$ cat src/inc/xrb_pkg.sv
// package: map, reset and retention tables of the expanded register bank
package xrb_pkg;

  localparam int CLK_PERIOD_NS = 10;
  localparam int POR_TIME_NS = 5000;
  localparam int POR_CYC = (POR_TIME_NS + CLK_PERIOD_NS - 1) / CLK_PERIOD_NS;
  localparam int POR_W = 10;
  localparam logic [POR_W-1:0] POR_LOAD = POR_W'(POR_CYC);

  localparam int ADDR_LSB = 2;
  localparam int REG_MSB = 9;
  localparam int RAM_AW = 8;
  localparam int RAM_DEPTH = 256;

  localparam logic [3:0] STD_NIB = 4'hF;
  localparam logic [3:0] WORK_NIB = 4'hE;
  localparam logic [3:0] BANK_STD = 4'h0;
  localparam logic [7:0] WIN_TOP = 8'h0F;
  localparam logic [11:0] KEY_NONE = 12'hFFF;

  // resettable registers
  localparam int NREG = 22;
  localparam int I_TIMER8_CONTROL = 0;
  localparam int I_TIMER_SHARED_CONTROL = 1;
  localparam int I_TIMER16_CONTROL = 2;
  localparam int I_TIMER_EXTRA_CONTROL = 3;
  localparam int I_TIMER8_LOW_RELOAD = 4;
  localparam int I_TIMER16_CAPTURE_LOW = 8;
  localparam int I_TIMER16_CAPTURE_HIGH = 9;
  localparam int I_LO8 = 10;
  localparam int I_HI8 = 11;
  localparam int I_SMR = 14;
  localparam int I_STOP_RECOVERY_CONFIG2 = 15;
  localparam int I_P3M = 18;
  localparam int I_RP = 21;

  localparam logic [11:0] REG_KEY [NREG] = '{
    12'hD00, 12'hD01, 12'hD02, 12'hD03, 12'hD04, 12'hD05, 12'hD06, 12'hD07,
    12'hD08, 12'hD09, 12'hD0A, 12'hD0B, 12'hD0C, 12'hF00, 12'hF0B, 12'hF0D,
    12'hF0F, 12'h0F6, 12'h0F7, 12'h0F8, 12'h0FA, 12'h0FD};
  localparam logic [7:0] REG_RST [NREG] = '{
    8'h00, 8'h00, 8'h00, 8'h1F, 8'h00, 8'h00, 8'h00, 8'h00,
    8'h00, 8'h00, 8'h00, 8'h00, 8'h00, 8'hFE, 8'h20, 8'h00,
    8'h0D, 8'hFF, 8'h00, 8'hCF, 8'h00, 8'h00};
  localparam logic [7:0] REG_KEEP [NREG] = '{
    8'h3E, 8'h30, 8'h3C, 8'h20, 8'hFF, 8'hFF, 8'hFF, 8'hFF,
    8'hFF, 8'hFF, 8'hFF, 8'hFF, 8'h00, 8'h00, 8'hFE, 8'hFF,
    8'h00, 8'hFF, 8'hFF, 8'h00, 8'h00, 8'h00};
  localparam logic [7:0] REG_WMSK [NREG] = '{
    8'hFF, 8'hFF, 8'hFF, 8'hE0, 8'hFF, 8'hFF, 8'hFF, 8'hFF,
    8'h00, 8'h00, 8'h00, 8'h00, 8'hFF, 8'hFF, 8'h7F, 8'hFF,
    8'hFF, 8'hFF, 8'hFF, 8'hFF, 8'hFF, 8'hFF};
  localparam logic [7:0] REG_RMSK [NREG] = '{
    8'hFF, 8'hFF, 8'hFF, 8'hE0, 8'hFF, 8'hFF, 8'hFF, 8'hFF,
    8'hFF, 8'hFF, 8'hFF, 8'hFF, 8'hFF, 8'h00, 8'h80, 8'hA3,
    8'h00, 8'h00, 8'h00, 8'h00, 8'hFF, 8'hFF};
  localparam logic [7:0] REG_RONE [NREG] = '{
    8'h00, 8'h00, 8'h00, 8'h1F, 8'h00, 8'h00, 8'h00, 8'h00,
    8'h00, 8'h00, 8'h00, 8'h00, 8'h00, 8'h00, 8'h00, 8'h00,
    8'h00, 8'h00, 8'h00, 8'h00, 8'h00, 8'h00};

  // registers with no reset value
  localparam int NUREG = 9;
  localparam logic [11:0] UREG_KEY [NUREG] = '{
    12'h000, 12'h001, 12'h002, 12'h003, 12'h0F9, 12'h0FB, 12'h0FC, 12'h0FE, 12'h0FF};
  localparam logic [7:0] UREG_RMSK [NUREG] = '{
    8'hFF, 8'hFF, 8'hFF, 8'hFF, 8'h00, 8'hFF, 8'hFF, 8'hFF, 8'hFF};

  typedef struct packed {
    logic t8_vld;
    logic [15:0] t8_val;
    logic t16_vld;
    logic [15:0] t16_val;
  } xrb_cap_s;

  typedef struct packed {
    logic level;
    logic oe;
    logic pullup_en;
  } xrb_pin_s;

  typedef enum logic [1:0] {
    XRB_IDLE = 2'b00,
    XRB_FETCH = 2'b01,
    XRB_DONE = 2'b10
  } xrb_apb_e;

endpackage

$ cat src/hw/xrb_top.sv
// expanded register bank: apb slave, reset pin control, stop-mode retention
`timescale 1ns/1ps
module xrb_top (
  input wire logic pclk,
  input wire logic presetn,
  input wire logic psel,
  input wire logic penable,
  input wire logic pwrite,
  input wire logic [31:0] paddr,
  input wire logic [31:0] pwdata,
  output logic [31:0] prdata,
  output logic pready,
  output logic pslverr,
  input wire logic reset_pin_level,
  output xrb_pkg::xrb_pin_s reset_pin,
  input wire logic brownout,
  input wire logic watchdog_timeout,
  input wire logic stop_enter,
  input wire logic stop_wake,
  input wire xrb_pkg::xrb_cap_s capture,
  output logic [7:0] bank_group_pointer,
  output logic stop_mode,
  output logic device_reset,
  output logic recovery_reset
);
  import xrb_pkg::*;

  // --------------------------------
  // input synchronisers
  // --------------------------------

  logic pin_s1_ff;
  logic pin_s2_ff;
  logic lowv_s1_ff;
  logic lowv_s2_ff;

  always_ff @(posedge pclk or negedge presetn) begin
    if (!presetn) begin
      pin_s1_ff <= 1'b1;
      pin_s2_ff <= 1'b1;
    end else begin
      pin_s1_ff <= reset_pin_level;
      pin_s2_ff <= pin_s1_ff;
    end
  end

  always_ff @(posedge pclk or negedge presetn) begin
    if (!presetn) begin
      lowv_s1_ff <= 1'b0;
      lowv_s2_ff <= 1'b0;
    end else begin
      lowv_s1_ff <= brownout;
      lowv_s2_ff <= lowv_s1_ff;
    end
  end

  // --------------------------------
  // reset sources
  // --------------------------------

  logic [POR_W-1:0] por_cnt_ff;
  logic por_busy;
  logic full_rst;
  logic smr_rst;
  logic stop_ff;
  logic dev_rst_ff;
  logic rec_rst_ff;

  // interval restarts on every watchdog timeout
  always_ff @(posedge pclk or negedge presetn) begin
    if (!presetn) begin
      por_cnt_ff <= POR_LOAD;
    end else if (watchdog_timeout) begin
      por_cnt_ff <= POR_LOAD;
    end else if (por_busy) begin
      por_cnt_ff <= por_cnt_ff - 1'b1;
    end
  end

  assign por_busy = (por_cnt_ff != '0);
  assign full_rst = por_busy || watchdog_timeout || lowv_s2_ff || !pin_s2_ff;
  assign smr_rst = stop_ff && stop_wake && !full_rst;

  // external reset pin leaves stop mode untouched
  always_ff @(posedge pclk or negedge presetn) begin
    if (!presetn) begin
      stop_ff <= 1'b0;
    end else if (stop_ff && stop_wake) begin
      stop_ff <= 1'b0;
    end else if (stop_enter && !full_rst) begin
      stop_ff <= 1'b1;
    end
  end

  always_ff @(posedge pclk or negedge presetn) begin
    if (!presetn) begin
      dev_rst_ff <= 1'b1;
      rec_rst_ff <= 1'b0;
    end else begin
      dev_rst_ff <= full_rst || smr_rst;
      rec_rst_ff <= smr_rst;
    end
  end

  // --------------------------------
  // reset pin driver
  // --------------------------------

  xrb_pin_s pin_ff;
  logic drv;

  assign drv = por_busy && !lowv_s2_ff;

  always_ff @(posedge pclk or negedge presetn) begin
    if (!presetn) begin
      pin_ff.level <= 1'b0;
      pin_ff.oe <= 1'b1;
      pin_ff.pullup_en <= 1'b0;
    end else begin
      pin_ff.level <= 1'b0;
      pin_ff.oe <= drv;
      pin_ff.pullup_en <= !drv;
    end
  end

  // --------------------------------
  // apb address decode
  // --------------------------------

  logic [7:0] rr_ff [NREG];
  logic [7:0] ur_ff [NUREG];
  logic [7:0] reg_addr;
  logic [7:0] res_addr;
  logic [11:0] key;
  logic addr_bad;
  logic in_std;
  logic in_win;
  logic in_ram;

  assign addr_bad = (paddr[31:REG_MSB+1] != '0) || (paddr[ADDR_LSB-1:0] != '0);
  assign reg_addr = paddr[REG_MSB:ADDR_LSB];

  // short working-register addresses
  always_comb begin
    res_addr = reg_addr;
    if (reg_addr[7:4] == WORK_NIB) begin
      res_addr = {rr_ff[I_RP][7:4], reg_addr[3:0]};
    end
  end

  assign in_std = (res_addr[7:4] == STD_NIB);
  assign in_win = (res_addr <= WIN_TOP);
  assign in_ram = !in_std && !in_win;

  // low window goes to the bank the pointer picks
  always_comb begin
    key = KEY_NONE;
    if (in_std) begin
      key = {BANK_STD, res_addr};
    end else if (in_win) begin
      key = {rr_ff[I_RP][3:0], res_addr};
    end
  end

  // --------------------------------
  // apb handshake
  // --------------------------------

  xrb_apb_e st_ff;
  logic pready_ff;
  logic pslverr_ff;
  logic [31:0] prdata_ff;
  logic [7:0] rd_data;
  logic [7:0] ram_rd;
  logic wr;

  assign wr = (st_ff == XRB_DONE) && psel && penable && pwrite && !addr_bad;

  // first access cycle starts the ram read, data and ready follow
  always_ff @(posedge pclk or negedge presetn) begin
    if (!presetn) begin
      st_ff <= XRB_IDLE;
      pready_ff <= 1'b0;
      pslverr_ff <= 1'b0;
      prdata_ff <= 32'h00000000;
    end else begin
      unique case (st_ff)
        XRB_IDLE: begin
          if (psel && penable) begin
            st_ff <= XRB_FETCH;
          end
        end
        XRB_FETCH: begin
          st_ff <= XRB_DONE;
          pready_ff <= 1'b1;
          pslverr_ff <= addr_bad;
          prdata_ff <= {24'h000000, addr_bad ? 8'h00 : rd_data};
        end
        XRB_DONE: begin
          st_ff <= XRB_IDLE;
          pready_ff <= 1'b0;
          pslverr_ff <= 1'b0;
        end
        default: begin
          st_ff <= XRB_IDLE;
          pready_ff <= 1'b0;
        end
      endcase
    end
  end

  // --------------------------------
  // register storage
  // --------------------------------

  logic [7:0] cap_val [NREG];
  logic cap_ld [NREG];

  always_comb begin
    for (int i = 0; i < NREG; i++) begin
      cap_ld[i] = 1'b0;
      cap_val[i] = 8'h00;
    end
    cap_ld[I_TIMER16_CAPTURE_LOW] = capture.t16_vld;
    cap_val[I_TIMER16_CAPTURE_LOW] = capture.t16_val[7:0];
    cap_ld[I_TIMER16_CAPTURE_HIGH] = capture.t16_vld;
    cap_val[I_TIMER16_CAPTURE_HIGH] = capture.t16_val[15:8];
    cap_ld[I_LO8] = capture.t8_vld;
    cap_val[I_LO8] = capture.t8_val[7:0];
    cap_ld[I_HI8] = capture.t8_vld;
    cap_val[I_HI8] = capture.t8_val[15:8];
  end

  for (genvar i = 0; i < NREG; i++) begin : g_rr
    always_ff @(posedge pclk or negedge presetn) begin
      if (!presetn) begin
        rr_ff[i] <= REG_RST[i];
      end else if (full_rst) begin
        rr_ff[i] <= REG_RST[i];
      end else if (smr_rst) begin
        rr_ff[i] <= (rr_ff[i] & REG_KEEP[i]) | (REG_RST[i] & ~REG_KEEP[i]);
      end else if (cap_ld[i]) begin
        rr_ff[i] <= cap_val[i];
      end else if (wr && key == REG_KEY[i]) begin
        rr_ff[i] <= (rr_ff[i] & ~REG_WMSK[i]) | (pwdata[7:0] & REG_WMSK[i]);
      end
    end
  end

  // no reset: contents stay unknown until software writes them
  for (genvar j = 0; j < NUREG; j++) begin : g_ur
    always_ff @(posedge pclk) begin
      if (wr && key == UREG_KEY[j]) begin
        ur_ff[j] <= pwdata[7:0];
      end
    end
  end

  xrb_ram u_ram (
    .pclk(pclk),
    .wr_en(wr && in_ram),
    .addr(res_addr),
    .wdata(pwdata[7:0]),
    .rdata(ram_rd)
  );

  // --------------------------------
  // read mux
  // --------------------------------

  // reserved and unmapped locations read zero
  always_comb begin
    rd_data = 8'h00;
    for (int i = 0; i < NREG; i++) begin
      if (key == REG_KEY[i]) begin
        rd_data = (rr_ff[i] & REG_RMSK[i]) | REG_RONE[i];
      end
    end
    for (int j = 0; j < NUREG; j++) begin
      if (key == UREG_KEY[j]) begin
        rd_data = ur_ff[j] & UREG_RMSK[j];
      end
    end
    if (in_ram) begin
      rd_data = ram_rd;
    end
  end

  // --------------------------------
  // outputs
  // --------------------------------

  assign prdata = prdata_ff;
  assign pready = pready_ff;
  assign pslverr = pslverr_ff;
  assign reset_pin = pin_ff;
  assign bank_group_pointer = rr_ff[I_RP];
  assign stop_mode = stop_ff;
  assign device_reset = dev_rst_ff;
  assign recovery_reset = rec_rst_ff;

  // --------------------------------
  // checks
  // --------------------------------

  AST_DEV_RESET: assert property (
    @(posedge pclk) disable iff (!presetn)
    (watchdog_timeout || smr_rst) |=> dev_rst_ff)
    else $error("reset source did not raise device reset");

  AST_RP_CLEARED: assert property (
    @(posedge pclk) disable iff (!presetn)
    watchdog_timeout |=> rr_ff[I_RP] == REG_RST[I_RP] && por_busy)
    else $error("watchdog reset left pointer or interval wrong");

  AST_WDT_DRIVES_PIN: assert property (
    @(posedge pclk) disable iff (!presetn)
    (watchdog_timeout && !lowv_s2_ff) ##1 !lowv_s2_ff |=> pin_ff.oe)
    else $error("watchdog reset did not drive reset pin");

  AST_PULLUP_OFF: assert property (
    @(posedge pclk) disable iff (!presetn)
    pin_ff.oe |-> !pin_ff.pullup_en)
    else $error("pull-up on while pin driven");

  AST_BROWNOUT_QUIET: assert property (
    @(posedge pclk) disable iff (!presetn)
    lowv_s2_ff |=> !pin_ff.oe && pin_ff.pullup_en)
    else $error("reset pin driven under brown-out");

  AST_STOP_HOLDS: assert property (
    @(posedge pclk) disable iff (!presetn)
    stop_ff && !stop_wake |=> stop_ff)
    else $error("stop mode left without recovery source");

  AST_KEEP_RELOAD: assert property (
    @(posedge pclk) disable iff (!presetn)
    smr_rst |=> rr_ff[I_TIMER8_LOW_RELOAD] == $past(rr_ff[I_TIMER8_LOW_RELOAD]) && rr_ff[I_P3M] == $past(rr_ff[I_P3M]))
    else $error("retained register lost on recovery");

  AST_KEEP_SMR: assert property (
    @(posedge pclk) disable iff (!presetn)
    smr_rst |=> ((rr_ff[I_SMR] ^ $past(rr_ff[I_SMR])) & REG_KEEP[I_SMR]) == 8'h00
      && ((rr_ff[I_SMR] ^ REG_RST[I_SMR]) & ~REG_KEEP[I_SMR]) == 8'h00)
    else $error("recovery config retention wrong");

  AST_KEEP_TIMER_EXTRA_CONTROL: assert property (
    @(posedge pclk) disable iff (!presetn)
    smr_rst |=> ((rr_ff[I_TIMER_EXTRA_CONTROL] ^ $past(rr_ff[I_TIMER_EXTRA_CONTROL])) & REG_KEEP[I_TIMER_EXTRA_CONTROL]) == 8'h00
      && ((rr_ff[I_TIMER_EXTRA_CONTROL] ^ REG_RST[I_TIMER_EXTRA_CONTROL]) & ~REG_KEEP[I_TIMER_EXTRA_CONTROL]) == 8'h00)
    else $error("fourth timer control retention wrong");

  AST_KEEP_TIMER16_CONTROL: assert property (
    @(posedge pclk) disable iff (!presetn)
    smr_rst |=> ((rr_ff[I_TIMER16_CONTROL] ^ $past(rr_ff[I_TIMER16_CONTROL])) & REG_KEEP[I_TIMER16_CONTROL]) == 8'h00)
    else $error("16-bit timer control retention wrong");

  AST_KEEP_TIMER_SHARED_CONTROL: assert property (
    @(posedge pclk) disable iff (!presetn)
    smr_rst |=> ((rr_ff[I_TIMER_SHARED_CONTROL] ^ $past(rr_ff[I_TIMER_SHARED_CONTROL])) & REG_KEEP[I_TIMER_SHARED_CONTROL]) == 8'h00)
    else $error("shared timer control retention wrong");

  AST_KEEP_TIMER8_CONTROL: assert property (
    @(posedge pclk) disable iff (!presetn)
    smr_rst |=> ((rr_ff[I_TIMER8_CONTROL] ^ $past(rr_ff[I_TIMER8_CONTROL])) & REG_KEEP[I_TIMER8_CONTROL]) == 8'h00
      && ((rr_ff[I_TIMER8_CONTROL] ^ REG_RST[I_TIMER8_CONTROL]) & ~REG_KEEP[I_TIMER8_CONTROL]) == 8'h00)
    else $error("8-bit timer control retention wrong");

endmodule

$ cat src/hw/xrb_ram.sv
// general-purpose register file with registered read data
`timescale 1ns/1ps
module xrb_ram (
  input wire logic pclk,
  input wire logic wr_en,
  input wire logic [xrb_pkg::RAM_AW-1:0] addr,
  input wire logic [7:0] wdata,
  output logic [7:0] rdata
);
  import xrb_pkg::*;

  logic [7:0] mem_ff [RAM_DEPTH];
  logic [7:0] rdata_ff;

  always_ff @(posedge pclk) begin
    if (wr_en) begin
      mem_ff[addr] <= wdata;
    end
  end

  always_ff @(posedge pclk) begin
    rdata_ff <= mem_ff[addr];
  end

  assign rdata = rdata_ff;

endmodule

$ cat config.mk
export PLATFORM = sky130hd
export DESIGN_NAME = xrb_top
export DESIGN_NICKNAME = d
export VERILOG_FILES = /design/src/inc/xrb_pkg.sv /design/src/hw/xrb_top.sv /design/src/hw/xrb_ram.sv
export SDC_FILE = /design/constraint.sdc
export NUM_CORES = 2
export LEC_CHECK = 0
export BUFFER_PORTS_ARGS = -buffer_cell sky130_fd_sc_hd__buf_2
export CORE_ASPECT_RATIO = 0.9
export CORE_MARGIN = 8
export CORE_UTILIZATION = 25
export CTS_BUF_LIST = sky130_fd_sc_hd__clkbuf_16
export DETAILED_ROUTE_END_ITERATION = 7
export PLACE_DENSITY = 0.43
export SLEW_MARGIN = 0
export SYNTH_ARGS = -nofsm -noshare
export SYNTH_HDL_FRONTEND = slang
export SYNTH_SLANG_ARGS = --single-unit
$ cat constraint.sdc
create_clock -name pclk -period 3.1 [get_ports pclk]
set_clock_uncertainty 0.2 [all_clocks]
set_input_delay 0 -clock pclk [delete_from_list [all_inputs] [get_ports pclk]]
set_output_delay 0 -clock pclk [all_outputs]
set_load 0.03 [all_outputs]
==> impl_metrics.json <==
{
  "dp_cells": 10000,
  "die-area_mm2": 0.375,
  "setup_slack_ns": 0.121,
  "grt_max_degree": 105,
  "wl_mm": 274,
  "setup_violations": 0,
  "arrival_ns": 3.53,
  "drt_iter0_drc": 4976,
  "r2r_start": "bank_group_pointer[4]",
  "via_count": 48800,
  "slowest_delay_ns": 0.69,
  "netlist_area_mm2": 0.0890,
  "leakage_nw": 36.5,
  "drive_gt1_frac": 0.296,
  "pre_cts_slack_ns": -0.380,
  "ys_warn_count": 0,
  "avgSynthCellArea_um2": 19.6,
  "tritoncts": "built",
  "critPathTopFamily": "buffers and inverters",
  "worstHoldPathType": "in2reg",
  "die_y_um": 582,
  "postSynthCellCount": 4544,
  "relSlewSlack": 0.287,
  "min_path_cells": 4,
  "clkLatencyLatePin_ns": 0.91,
  "dieWidth_um": 645,
  "cpMaxStageDelayCell": "dlygate4sd3_1",
  "top_usage_layer": "met2",
  "clk_pin_slew_ns": 0.06,
  "r2r-end": "u_ram.mem_ff[135][6]",
  "stdcell_count": 10600,
  "endpoint_kind": "register",
  "worst-path-max-fanout": 12,
  "fin_crit_ns": 2.98,
  "ys_ff_latch": 2270,
  "crit_chain": "dlygate4sd3_1 > buf_2 > nand3_1 > dlygate4sd3_1 > or2_2 > buf_4 > nor3_2 > a31oi_1 > nor3b_1 > o21ai_0 > buf_4 > a31oi_1",
  "synth_edf_count": 2112,
  "root_buffer": "clkbuf_16",
  "fin_crit_sh": 0.961,
  "synthDistinctLibCells": 83,
  "synthToLayoutAreaGrowth_pct": 24.5,
  "clkSinkCount": 2270,
  "status": "finished, final reports clean",
  "rows": 208,
  "cellPowerDensity_mw_per_mm2": 592,
  "worstSetupPathType": "in2reg",
  "hold_end": "st_ff[0]",
  "p_total_mw": 65.6,
  "dr.pass1.iters": 6,
  "remaining_drc_errors": 0,
  "hpwl_mm": 174,
  "port_buffers": 106,
  "reg2reg_depth": 6,
  "start_util": 0.250,
  "fmax_mhz": 336,
  "grtUsageMet3": 0.0331,
  "layout_common_cells": "edfxtp_1, buf_4, mux4_2, nor2_1, conb_1",
  "overflow": 0,
  "synth-async-reset-ratio": 0.0661,
  "io_pins": 156,
  "critical_path_buf_inv_count": 5,
  "viasPerCell": 4.58,
  "gp_congestion": 0.829,
  "grt_use_met1": 0.204,
  "ys_seq_area_frac": 0.757,
  "worstHoldStart": "penable",
  "drv_cap": 0,
  "grt_pass1_vias": 50100,
  "grtUsageMet2": 0.216,
  "track_usage": 0.142,
  "cts_htree_levels": 4,
  "finalHoldViolCount": 0,
  "cts_buffers": 235,
  "synth-main-ff-cell": "edfxtp_1",
  "fin_tns_setup_ns": 0,
  "r2r_setup_slack_ns": 0.13,
  "finalMaxSlewViolations": 0,
  "wl_per_cell_um": 25.8,
  "ant_nets": 0,
  "clockBufferDepth": 4,
  "final_common_cell": "edfxtp_1",
  "vdd_drop_max_mv": 0.466,
  "start_kind": "input pin",
  "grt_pass1_wl_mm": 386,
  "antenna_found_initial": 31,
  "rsz0062_at_grt": "yes",
  "worstMarginPinSlew_ns": 1.07,
  "required_ns": 3.65,
  "final_net_count": 5842,
  "core_mm2": 0.356
}
[cells by family (layout without fill, tap and decap cells)]
family	count (synthesis)	after routing	share of synthesized area
DFF	2270	2270	0.757
and+or+nand+nor	725	725	0.0355
AOI/OAI and AO/OA	609	609	0.0449
muxes	599	599	0.144
buffers and inverters	331	1424	0.0179
adders and majority gates	5	5	0.000703
xor gates and xnor gates	4	4	0.000394
other	1	288	0.0000421
[synthesized netlist by cell type (all sizes together) (6+ instances only)]
master	number	area, µm²
nand4	15	100
mux2i	52	521
dfxtp	8	160
edfxtp	2112	63400
mux4	544	12300
nor2b	15	93.8
o41ai	15	131
nand2b	12	75.1
a221oi	12	105
o211ai	6	45.0
nor3	19	116
a31oi	11	68.8
nor4	19	134
buf	159	946
a21boi	6	45.0
o21ai	48	240
nand3	32	173
o221ai	6	52.6
a21oi	218	1090
dfstp	10	263
a22oi	209	1570
dfrtp	140	3500
inv	15	56.3
nand2	242	908
clkbuf	155	582
and3	7	43.8
a22o	8	70.1
nor2	334	1290
o22ai	14	87.6
[registers in the layout, indices dropped and copies added, names as in the netlist, 8 cells and up]
register            flops
ur_ff                  64
u_ram.rdata             8
por_cnt_ff             10
prdata                  8
u_ram.mem_ff         2048
bank_group_pointer      8
rr_ff                 111
[cell type report]
type / instances / area, µm²
clock buffers: 238 / 5960
clock inverters: 187 / 1400
flip-flops and latches: 2270 / 67300
inverters: 17 / 67.6
diodes: 7 / 17.5
well taps: 4725 / 5910
multi-input cells: 2223 / 21300
repair buffers: 982 / 8850
fillers: 34700 / 245000
[worst max path at each step]
| stage | slack, ns | startpoint | cells after the start | to |
|---|---|---|---|---|
| 2_1_floorplan | 0.05 | bank_group_pointer[6] | 7 | u_ram.mem_ff[191][0] |
| 3_3_place_gp | -0.38 | paddr[2] | 9 | u_ram.rdata[4] |
| 3_5_place_dp | -0.38 | paddr[2] | 10 | u_ram.rdata[2] |
| 4_1_cts | 0.02 | stop_mode | 6 | rr_ff[92] |
| 5_1_grt | -0.04 | bank_group_pointer[7] | 11 | prdata[1] |
| 6_report | 0.12 | paddr[8] | 12 | prdata[4] |
[per-stage QoR]
stage               hold WS [ns]  utilization  cell area (µm²)
floorplan                 -0.496            -            90100
global placement         -0.0895        0.286           101000
detailed placement       -0.0891        0.286           101000
CTS                      0.00180        0.312           111000
global route              0.0146        0.312           111000
finish                    0.0301        0.312           111000
[power by group]
group	internal, mW	switching, mW	leakage (nW)
Sequential	33.8	0.179	21.3
Combinational	1.64	2.47	11.5
Clock	15.4	12.1	3.80
[routing by layer]
layer  routed length (µm)  vias up
met5                   32        -
met4                 6510        6
met3                20000      347
met2               123000     1572
met1               125000    26100
li1                     -    20800
[repair_timing]
item	4_1_cts	5_1_grt
setup buffers	0	3
hold buffers	183	0
resized for setup	1	21
setup endpoints to repair	58	137
pin swaps	0	2
endpoints found under the hold margin	2517	0
[worst register-to-register path, stage by stage (launching register included)]
cell       delay (ns)
dfrtp_2          0.47
nand4bb_4        0.24
a21oi_2          0.31
buf_4            0.42
nand2_1          0.51
nor2_1           0.34
buf_4            0.22
No activity file was read; power rests on OpenSTA's default activity.
